**src/pkg/dshpc_regs.vh**
```
// Register map, reset values and timing constants of the hot-plug control.
`ifndef DSHPC_REGS_VH
`define DSHPC_REGS_VH

// Byte offsets on the AXI4-Lite register bus.
`define DSHPC_OFF_CTRL 8'h00
`define DSHPC_OFF_FAULT_TMO 8'h04
`define DSHPC_OFF_PG_DELAY 8'h08
`define DSHPC_OFF_STATUS 8'h0c

// Control register fields.
`define DSHPC_CTRL_AUTO_BIT 0
`define DSHPC_CTRL_RESET 32'h0000_0000

// Status register: one byte per slot, slot 0 in the low byte.
`define DSHPC_ST_MAIN_ON 0
`define DSHPC_ST_AUX_ON 1
`define DSHPC_ST_PGOOD 2
`define DSHPC_ST_MAIN_FLT 3
`define DSHPC_ST_ALL_FLT 4
`define DSHPC_ST_OT_PEND 5
`define DSHPC_ST_PRES_OK 6
`define DSHPC_ST_RST_DONE 7

// Bus responses.
`define DSHPC_RESP_OKAY 2'b00
`define DSHPC_RESP_SLVERR 2'b10

// Timing: clock rate and times in their own units.
`define DSHPC_CLK_MHZ 100
`define DSHPC_DEBOUNCE_US 4000
`define DSHPC_FAULT_TMO_US 11000
`define DSHPC_PG_DELAY_US 160000
`define DSHPC_CLEAR_PULSE_US 100

// Startup is twice the fault timeout, restart delay is 64 times it.
`define DSHPC_SU_SHIFT 1
`define DSHPC_RESTART_SHIFT 6

`endif

```
**src/design/dshpc_top.v**
```verilog
// Dual-slot hot-plug control logic with an AXI4-Lite register slave.
`timescale 1ns/1ps
`include "dshpc_regs.vh"

module dshpc_top #(
    parameter P_DEB_CYC = `DSHPC_DEBOUNCE_US * `DSHPC_CLK_MHZ,
    parameter P_TMO_CYC = `DSHPC_FAULT_TMO_US * `DSHPC_CLK_MHZ,
    parameter P_PGD_CYC = `DSHPC_PG_DELAY_US * `DSHPC_CLK_MHZ,
    parameter P_CLR_CYC = `DSHPC_CLEAR_PULSE_US * `DSHPC_CLK_MHZ
) (
    input wire i_clk_sys,
    input wire i_rst,
    // AXI4-Lite slave.
    input wire [7:0] i_s_axi_awaddr,
    input wire i_s_axi_awvalid,
    output wire o_s_axi_awready,
    input wire [31:0] i_s_axi_wdata,
    input wire [3:0] i_s_axi_wstrb,
    input wire i_s_axi_wvalid,
    output wire o_s_axi_wready,
    output wire [1:0] o_s_axi_bresp,
    output wire o_s_axi_bvalid,
    input wire i_s_axi_bready,
    input wire [7:0] i_s_axi_araddr,
    input wire i_s_axi_arvalid,
    output wire o_s_axi_arready,
    output wire [31:0] o_s_axi_rdata,
    output wire [1:0] o_s_axi_rresp,
    output wire o_s_axi_rvalid,
    input wire i_s_axi_rready,
    // Shared supply lockout and temperature flags, high when cleared/hot.
    input wire i_uvlo_aux_ok,
    input wire i_uvlo_12_ok,
    input wire i_uvlo_33_ok,
    input wire i_overtemp,
    // Per-slot controls and sense flags, bit 0 is slot A.
    input wire [1:0] i_main_enable,
    input wire [1:0] i_aux_rail_enable,
    input wire [1:0] i_force_on_n,
    input wire [1:0] i_card_present_n,
    input wire [1:0] i_ilim_12,
    input wire [1:0] i_ilim_33,
    input wire [1:0] i_ilim_aux,
    input wire [1:0] i_pg_12,
    input wire [1:0] i_pg_33,
    input wire [1:0] i_pg_aux,
    input wire [1:0] i_switch_in,
    // Rail drives, open-drain status pins and the debounced switch outputs.
    output wire [1:0] o_gate_12_en,
    output wire [1:0] o_gate_33_en,
    output wire [1:0] o_aux_rail_output_en,
    output wire [1:0] o_fault_n_o,
    output wire [1:0] o_fault_n_oe,
    output wire [1:0] o_power_good_n_o,
    output wire [1:0] o_power_good_n_oe,
    output wire [1:0] o_switch_out
);

    function [31:0] strb_merge;
        input [31:0] old;
        input [31:0] data;
        input [3:0] strb;
        integer b;
        begin
            strb_merge = old;
            for (b = 0; b < 4; b = b + 1) begin
                if (strb[b]) begin
                    strb_merge[8*b +: 8] = data[8*b +: 8];
                end
            end
        end
    endfunction

    wire [25:0] async_in = {i_switch_in, i_pg_aux, i_pg_33, i_pg_12,
        i_ilim_aux, i_ilim_33, i_ilim_12, i_card_present_n, i_force_on_n,
        i_aux_rail_enable, i_main_enable, i_overtemp, i_uvlo_33_ok,
        i_uvlo_12_ok, i_uvlo_aux_ok};
    reg [25:0] sync1_r;
    reg [25:0] sync2_r;
    always @(posedge i_clk_sys) begin
        if (i_rst) begin
            // Active-low pins reset to their idle level, so the release of
            // reset never looks like a forced-on or freshly inserted slot.
            sync1_r <= 26'h0000f00;
            sync2_r <= 26'h0000f00;
        end else begin
            sync1_r <= async_in;
            sync2_r <= sync1_r;
        end
    end

    wire aux_ok = sync2_r[0];
    wire v12_ok = sync2_r[1];
    wire v33_ok = sync2_r[2];
    wire ot = sync2_r[3];
    wire main_uv_ok = aux_ok & v12_ok & v33_ok;

    // Register bus state.
    reg awready_r;
    reg wready_r;
    reg bvalid_r;
    reg [1:0] bresp_r;
    reg arready_r;
    reg rvalid_r;
    reg [1:0] rresp_r;
    reg [31:0] rdata_r;
    reg aw_have_r;
    reg w_have_r;
    reg [7:0] awaddr_r;
    reg [31:0] wdata_r;
    reg [3:0] wstrb_r;
    reg [31:0] ctrl_r;
    reg [31:0] tmo_r;
    reg [31:0] pgd_r;
    wire [15:0] status;
    wire auto_mode = ctrl_r[`DSHPC_CTRL_AUTO_BIT];
    wire [31:0] su_lim = tmo_r << `DSHPC_SU_SHIFT;
    wire [31:0] rst_lim = tmo_r << `DSHPC_RESTART_SHIFT;
    wire do_write = aw_have_r & w_have_r & ~bvalid_r;

    always @(posedge i_clk_sys) begin
        if (i_rst) begin
            awready_r <= 1'b1;
            wready_r <= 1'b1;
            aw_have_r <= 1'b0;
            w_have_r <= 1'b0;
            awaddr_r <= 8'h00;
            wdata_r <= 32'h0;
            wstrb_r <= 4'h0;
            bvalid_r <= 1'b0;
            bresp_r <= `DSHPC_RESP_OKAY;
            ctrl_r <= `DSHPC_CTRL_RESET;
            tmo_r <= P_TMO_CYC;
            pgd_r <= P_PGD_CYC;
        end else begin
            if (i_s_axi_awvalid & awready_r) begin
                awaddr_r <= i_s_axi_awaddr;
                aw_have_r <= 1'b1;
                awready_r <= 1'b0;
            end
            if (i_s_axi_wvalid & wready_r) begin
                wdata_r <= i_s_axi_wdata;
                wstrb_r <= i_s_axi_wstrb;
                w_have_r <= 1'b1;
                wready_r <= 1'b0;
            end
            if (do_write) begin
                bvalid_r <= 1'b1;
                bresp_r <= `DSHPC_RESP_OKAY;
                case (awaddr_r)
                    `DSHPC_OFF_CTRL: begin
                        ctrl_r <= strb_merge(ctrl_r, wdata_r, wstrb_r)
                            & 32'h0000_0001;
                    end
                    `DSHPC_OFF_FAULT_TMO: begin
                        tmo_r <= strb_merge(tmo_r, wdata_r, wstrb_r);
                    end
                    `DSHPC_OFF_PG_DELAY: begin
                        pgd_r <= strb_merge(pgd_r, wdata_r, wstrb_r);
                    end
                    `DSHPC_OFF_STATUS: begin
                        bresp_r <= `DSHPC_RESP_OKAY;
                    end
                    default: begin
                        bresp_r <= `DSHPC_RESP_SLVERR;
                    end
                endcase
            end
            if (bvalid_r & i_s_axi_bready) begin
                bvalid_r <= 1'b0;
                aw_have_r <= 1'b0;
                w_have_r <= 1'b0;
                awready_r <= 1'b1;
                wready_r <= 1'b1;
            end
        end
    end

    always @(posedge i_clk_sys) begin
        if (i_rst) begin
            arready_r <= 1'b1;
            rvalid_r <= 1'b0;
            rresp_r <= `DSHPC_RESP_OKAY;
            rdata_r <= 32'h0;
        end else if (i_s_axi_arvalid & arready_r) begin
            arready_r <= 1'b0;
            rvalid_r <= 1'b1;
            rresp_r <= `DSHPC_RESP_OKAY;
            case (i_s_axi_araddr)
                `DSHPC_OFF_CTRL: rdata_r <= ctrl_r;
                `DSHPC_OFF_FAULT_TMO: rdata_r <= tmo_r;
                `DSHPC_OFF_PG_DELAY: rdata_r <= pgd_r;
                `DSHPC_OFF_STATUS: rdata_r <= {16'h0, status};
                default: begin
                    rdata_r <= 32'h0;
                    rresp_r <= `DSHPC_RESP_SLVERR;
                end
            endcase
        end else if (rvalid_r & i_s_axi_rready) begin
            rvalid_r <= 1'b0;
            arready_r <= 1'b1;
        end
    end

    genvar s;
    generate
        for (s = 0; s < 2; s = s + 1) begin : g_slot
            wire main_en = sync2_r[4 + s];
            wire aux_en = sync2_r[6 + s];
            wire force_on = ~sync2_r[8 + s];
            wire pres_n = sync2_r[10 + s];
            wire il_main = sync2_r[12 + s] | sync2_r[14 + s];
            wire il_aux = sync2_r[16 + s];
            wire all_good = sync2_r[18 + s] & sync2_r[20 + s]
                & sync2_r[22 + s];
            reg pres_ok_r;
            reg [31:0] pres_cnt_r;
            reg main_on_r;
            reg aux_on_r;
            reg [31:0] msu_r;
            reg [31:0] asu_r;
            reg [31:0] moc_r;
            reg [31:0] aoc_r;
            reg main_flt_r;
            reg all_flt_r;
            reg ot_pend_r;
            reg [31:0] rcnt_r;
            reg [31:0] mlow_r;
            reg [31:0] blow_r;
            reg mseen_r;
            reg bseen_r;
            reg [31:0] pg_cnt_r;
            reg pg_r;
            wire rdone = rcnt_r >= rst_lim;
            wire mtrip = main_on_r & il_main
                & (moc_r >= ((msu_r < su_lim) ? su_lim : tmo_r) - 32'h1);
            wire atrip = aux_on_r & il_aux
                & (aoc_r >= ((asu_r < su_lim) ? su_lim : tmo_r) - 32'h1);
            wire ot_done = ot_pend_r & ~ot;
            wire want_main = main_uv_ok & ~ot & ~main_flt_r & ~all_flt_r
                & ~mtrip & ~atrip & (force_on | (pres_ok_r & ~pres_n
                & main_en));
            wire want_aux = aux_ok & ~ot & ~all_flt_r & ~atrip
                & (force_on | (pres_ok_r & ~pres_n & aux_en));
            wire fault_set = mtrip | atrip | ot_done;

            always @(posedge i_clk_sys) begin
                if (i_rst) begin
                    pres_ok_r <= 1'b0;
                    pres_cnt_r <= 32'h0;
                    main_on_r <= 1'b0;
                    aux_on_r <= 1'b0;
                    msu_r <= 32'h0;
                    asu_r <= 32'h0;
                    moc_r <= 32'h0;
                    aoc_r <= 32'h0;
                    main_flt_r <= 1'b0;
                    all_flt_r <= 1'b0;
                    ot_pend_r <= 1'b0;
                    rcnt_r <= 32'h0;
                    mlow_r <= 32'h0;
                    blow_r <= 32'h0;
                    mseen_r <= 1'b0;
                    bseen_r <= 1'b0;
                    pg_cnt_r <= 32'h0;
                    pg_r <= 1'b0;
                end else begin
                    if (pres_n) begin
                        pres_cnt_r <= 32'h0;
                        pres_ok_r <= 1'b0;
                    end else if (pres_cnt_r >= P_DEB_CYC - 1) begin
                        pres_ok_r <= 1'b1;
                    end else begin
                        pres_cnt_r <= pres_cnt_r + 32'h1;
                    end
                    main_on_r <= want_main;
                    aux_on_r <= want_aux;
                    if (~main_on_r) begin
                        msu_r <= 32'h0;
                    end else if (msu_r < su_lim) begin
                        msu_r <= msu_r + 32'h1;
                    end
                    if (~aux_on_r) begin
                        asu_r <= 32'h0;
                    end else if (asu_r < su_lim) begin
                        asu_r <= asu_r + 32'h1;
                    end
                    moc_r <= (main_on_r & il_main) ? moc_r + 32'h1 : 32'h0;
                    aoc_r <= (aux_on_r & il_aux) ? aoc_r + 32'h1 : 32'h0;
                    if (ot) begin
                        ot_pend_r <= 1'b1;
                    end else begin
                        ot_pend_r <= 1'b0;
                    end
                    if (main_en) begin
                        mlow_r <= 32'h0;
                    end else if (mlow_r < P_CLR_CYC) begin
                        mlow_r <= mlow_r + 32'h1;
                    end
                    if (main_en | aux_en) begin
                        blow_r <= 32'h0;
                    end else if (blow_r < P_CLR_CYC) begin
                        blow_r <= blow_r + 32'h1;
                    end
                    if (fault_set) begin
                        mseen_r <= 1'b0;
                        bseen_r <= 1'b0;
                        rcnt_r <= 32'h0;
                    end else begin
                        if (mlow_r >= P_CLR_CYC) begin
                            mseen_r <= 1'b1;
                        end
                        if (blow_r >= P_CLR_CYC) begin
                            bseen_r <= 1'b1;
                        end
                        if ((main_flt_r | all_flt_r) & ~rdone) begin
                            rcnt_r <= rcnt_r + 32'h1;
                        end
                    end
                    if (mtrip) begin
                        main_flt_r <= 1'b1;
                    end else if (main_flt_r & rdone
                            & (auto_mode | mseen_r | bseen_r)) begin
                        main_flt_r <= 1'b0;
                    end
                    if (atrip | ot_done) begin
                        all_flt_r <= 1'b1;
                    end else if (all_flt_r & rdone
                            & (auto_mode | bseen_r)) begin
                        all_flt_r <= 1'b0;
                    end
                    if (~(main_on_r & aux_on_r & all_good)) begin
                        pg_cnt_r <= 32'h0;
                        pg_r <= 1'b0;
                    end else if (pg_cnt_r >= pgd_r) begin
                        pg_r <= 1'b1;
                    end else begin
                        pg_cnt_r <= pg_cnt_r + 32'h1;
                    end
                end
            end

            assign o_gate_12_en[s] = main_on_r;
            assign o_gate_33_en[s] = main_on_r;
            assign o_aux_rail_output_en[s] = aux_on_r;
            assign o_fault_n_oe[s] = main_flt_r | all_flt_r;
            assign o_power_good_n_oe[s] = pg_r;
            assign status[8*s +: 8] = {rdone, pres_ok_r, ot_pend_r,
                all_flt_r, main_flt_r, pg_r, aux_on_r, main_on_r};
        end
    endgenerate

    // Open-drain pins only ever pull low.
    reg [1:0] od_low_r;
    always @(posedge i_clk_sys) begin
        od_low_r <= 2'b00;
    end
    assign o_fault_n_o = od_low_r;
    assign o_power_good_n_o = od_low_r;

    genvar d;
    generate
        for (d = 0; d < 2; d = d + 1) begin : g_deb
            wire sw = sync2_r[24 + d];
            reg out_r;
            reg [31:0] hold_r;
            always @(posedge i_clk_sys) begin
                if (i_rst) begin
                    out_r <= 1'b0;
                    hold_r <= 32'h0;
                end else if (hold_r != 32'h0) begin
                    hold_r <= hold_r - 32'h1;
                end else if (sw != out_r) begin
                    out_r <= sw;
                    hold_r <= P_DEB_CYC - 1;
                end
            end
            assign o_switch_out[d] = out_r;
        end
    endgenerate

    assign o_s_axi_awready = awready_r;
    assign o_s_axi_wready = wready_r;
    assign o_s_axi_bvalid = bvalid_r;
    assign o_s_axi_bresp = bresp_r;
    assign o_s_axi_arready = arready_r;
    assign o_s_axi_rvalid = rvalid_r;
    assign o_s_axi_rresp = rresp_r;
    assign o_s_axi_rdata = rdata_r;

endmodule

```
**config.mk**
```make
export PLATFORM = sky130hd
export DESIGN_NAME = dshpc_top
export DESIGN_NICKNAME = d
export VERILOG_FILES = /design/src/design/dshpc_top.v
export VERILOG_INCLUDE_DIRS = /design/src /design/src/pkg
export SDC_FILE = /design/constraint.sdc
export NUM_CORES = 2
export LEC_CHECK = 0
export BUFFER_PORTS_ARGS = -buffer_cell sky130_fd_sc_hd__buf_4
export CAP_MARGIN = 20
export CORE_MARGIN = 4
export CORE_UTILIZATION = 50
export DETAILED_ROUTE_END_ITERATION = 8
export PLACE_DENSITY_LB_ADDON = 0.05
export SKIP_LAST_GASP = 1
export SLEW_MARGIN = 40
export SYNTH_ARGS = -nofsm -noshare
export SYNTH_HDL_FRONTEND = slang
export SYNTH_SLANG_ARGS = --single-unit
```
**constraint.sdc**
```tcl
create_clock -name i_clk_sys -period 19.1 [get_ports i_clk_sys]
set_input_delay 3.82 -clock i_clk_sys [delete_from_list [all_inputs] [get_ports i_clk_sys]]
set_output_delay 3.82 -clock i_clk_sys [all_outputs]
set_load 0.02 [all_outputs]
```
==> reports/results.ini <==
[outcome]
status=completed

[floorplan]
coreArea_um2=92400
initial_core_util=0.507
boundaryPins=142
fp.dieArea_um2=98600
dieHeight_um=314
die_w_um=314
rows=111

[timing]
slew_headroom=0.398
setup_violations=0
tightestPinTransition_ns=0.897
period_share=0.460
rsz0062_at_grt=no
hold_viol=0
tns_ns=0
skew_ns=0.0326
fmax_mhz=114
period_minus_slack_ns=8.78
drv_slew=0

[yosys]
syn_inst=5693
syn_area_um2=46800
synth_area_per_cell_um2=8.23
synth_edf_count=0
synthFlopType=dfxtp_1
async_flop_share=0
ys_warn_count=0
seq_area_frac_synth=0.368
synth_cell_type_count=88
ys_seq_elements=861

[power_and_ir_drop]
pwr_density_cell_nw_per_um2=83.5
static-leakage-power_nw=20.5
ir_drop_mv=0.0798

[global_route]
grt_pass1_vias=38000
overflow=0
grt_max_degree=96
grtUsageTotal=0.282
grt_pass1_wl_um=221000
antenna_found_initial=5

[clock_network]
cts_buffers=97
hold_buffers=0
clk_pin_slew_ns=0.06
cts_buffer_depth=3
postCtsSetupRepairBufs=0
clock_sinks=861
root_buffer=clkbuf_16
clock_latency_ns=0.70
htreeDepth=3
cts_tree=built
post_cts_resized=0

[placed_design]
io_buffer_count=135
gp_congestion=0.983
dp_hpwl_um=104000

[route]
drt-wirelength-per-cell_um=20.3
wl_met3_um=10000
drt_wl_total_um=143000
num_vias=41200
drcViolationCount=0
dr.pass1.iters=7
viasPerCell=5.84
drt-initial-drc-count=3905
postRouteAntennaNets=0
wl_met1_um=65300
wl_met2_um=61800
top_layer_used=met5

[finish]
nNetsFinal=6203
utilization=0.568
drive_gt1_frac=0.0791
syn2layout_area_growth_pct=12.1
mostFrequentLayoutCells=dfxtp_1 (861), nor2_1 (738), nand2_1 (523)
final_common_cell=dfxtp_1

[setup_path]
slowest_delay_ns=0.80
cp.arrival_ns=9.40
cp-start-kind=flop
worstSetupPathType=flop to flop
endpoint_kind=flop
slowest_stage=dfxtp_1
critPathRequiredTime_ns=19.71
cp_max_fo=50

[hold_path]
worstHoldPathType=flop to flop

[run]
cap_violations=0

==> through the flow <==
stage | cells | hold slack (ns) | cell area (µm²) | total power [mW] | setup slack (ns)
6_report | 7053 | 0.414 | 52500 | 4.38 | 10.32
5_1_grt | 7050 | 0.425 | 52500 | 4.57 | 9.75
4_1_cts | 7049 | 0.417 | 52400 | 4.42 | 10.49
3_5_place_dp | 6866 | 0.400 | 48900 | 2.40 | 10.53
3_3_place_gp | 6864 | 0.393 | 48900 | 2.39 | 10.65
2_1_floorplan | 5698 | 0.389 | 46800 | 2.30 | 12.06
==> power by group <==
| group | internal [mW] | switching, mW | leakage [nW] |
|---|---|---|---|
| logic | 0.173 | 0.248 | 11.9 |
| registers | 1.87 | 0.0710 | 6.96 |
| clock network | 1.20 | 0.817 | 1.69 |
==> cells in the mapped netlist (13+ instances only) <==
cell / count / area share
dfxtp_1: 861 / 0.37
or3_1: 89 / 0.012
a221oi_1: 17 / 0.0032
nand2b_1: 19 / 0.0025
a211o_1: 17 / 0.0032
and4_1: 34 / 0.0064
nor4_1: 74 / 0.0099
nor2b_1: 78 / 0.010
nor2_1: 746 / 0.060
a222oi_1: 22 / 0.0047
nor3_1: 178 / 0.019
nand2_1: 527 / 0.042
a21o_1: 82 / 0.013
a22o_1: 31 / 0.0058
inv_1: 152 / 0.012
clkbuf_1: 243 / 0.019
or2_2: 29 / 0.0039
o21ai_0: 229 / 0.024
o211ai_1: 19 / 0.0030
o31ai_1: 15 / 0.0024
and3_1: 108 / 0.014
and2_1: 119 / 0.016
mux2i_1: 53 / 0.011
buf_4: 16 / 0.0026
o22ai_1: 14 / 0.0019
a31oi_1: 34 / 0.0045
a21oi_1: 368 / 0.039
o21a_1: 21 / 0.0034
nand4_1: 153 / 0.020
buf_1: 13 / 0.0010
a22oi_1: 36 / 0.0058
nand3_1: 227 / 0.024
or4_1: 21 / 0.0034
xor2_1: 245 / 0.046
ha_1: 396 / 0.11
xnor2_1: 184 / 0.034
a211oi_1: 61 / 0.0098
==> flip-flops by register name (all words and copies together) (netlist names), 64 cells and up <==
name / cells
g_slot.msu_r: 64
g_slot.mlow_r: 64
g_slot.pg_cnt_r: 64
g_slot.blow_r: 64
g_deb.hold_r: 64
g_slot.moc_r: 64
g_slot.aoc_r: 64
g_slot.asu_r: 64
g_slot.pres_cnt_r: 64
g_slot.rcnt_r: 64
==> cells by family after synthesis <==
kind of cell | after synthesis | synth area share
AND/OR/NAND/NOR | 2440 | 0.252
AO/OA/AOI/OAI | 1070 | 0.145
flip-flops | 861 | 0.368
buffers and inverters | 439 | 0.0369
XOR/XNOR | 429 | 0.0802
adder cells (fa/ha/maj) | 396 | 0.106
multiplexers | 57 | 0.0125
other | 1 | 0.0000801
==> metal layers <==
metal / up-vias / GRT usage
li1: 20200 / -
met1: 19400 / 0.394
met2: 1317 / 0.435
met3: 267 / 0.0490
met4: 2 / 0.108
met5: - / 0
==> path summary, 6_finish.rpt <==
check / startpoint / endpoint / slack, ns / cells past startpoint
worst max-delay path: tmo_r[26]$_SDFFE_PP0P_ / g_slot[0].bseen_r$_SDFFE_PP0P_ / 10.32 / 29
worst min-delay path: sync1_r[11]$_SDFF_PP1_ / sync2_r[11]$_SDFF_PP1_ / 0.41 / 1
worst max register to register: tmo_r[26]$_SDFFE_PP0P_ / g_slot[0].bseen_r$_SDFFE_PP0P_ / 10.32 / 29
worst min register to register: sync1_r[11]$_SDFF_PP1_ / sync2_r[11]$_SDFF_PP1_ / 0.41 / 1
==> cell type report <==
cell class | count | area (µm²)
fill | 8560 | 39900
multi-input combinational | 4398 | 28000
sequential | 861 | 17200
clock buffer | 128 | 2750
tap | 1243 | 1560
timing repair buffer | 205 | 1550
clock inverter | 55 | 762
inverter | 159 | 597
antenna | 4 | 10.0
==> worst max-delay path: cells and delay by family (launching register included) <==
family / cells / cell delay, ns
DFF: 1 / 0.80
buffers and inverters: 3 / 1.04
AOI/OAI and AO/OA: 14 / 3.56
adders and majority gates: 3 / 0.98
and+or+nand+nor: 9 / 2.27
Note: power is estimated with default switching activity, not from simulation.
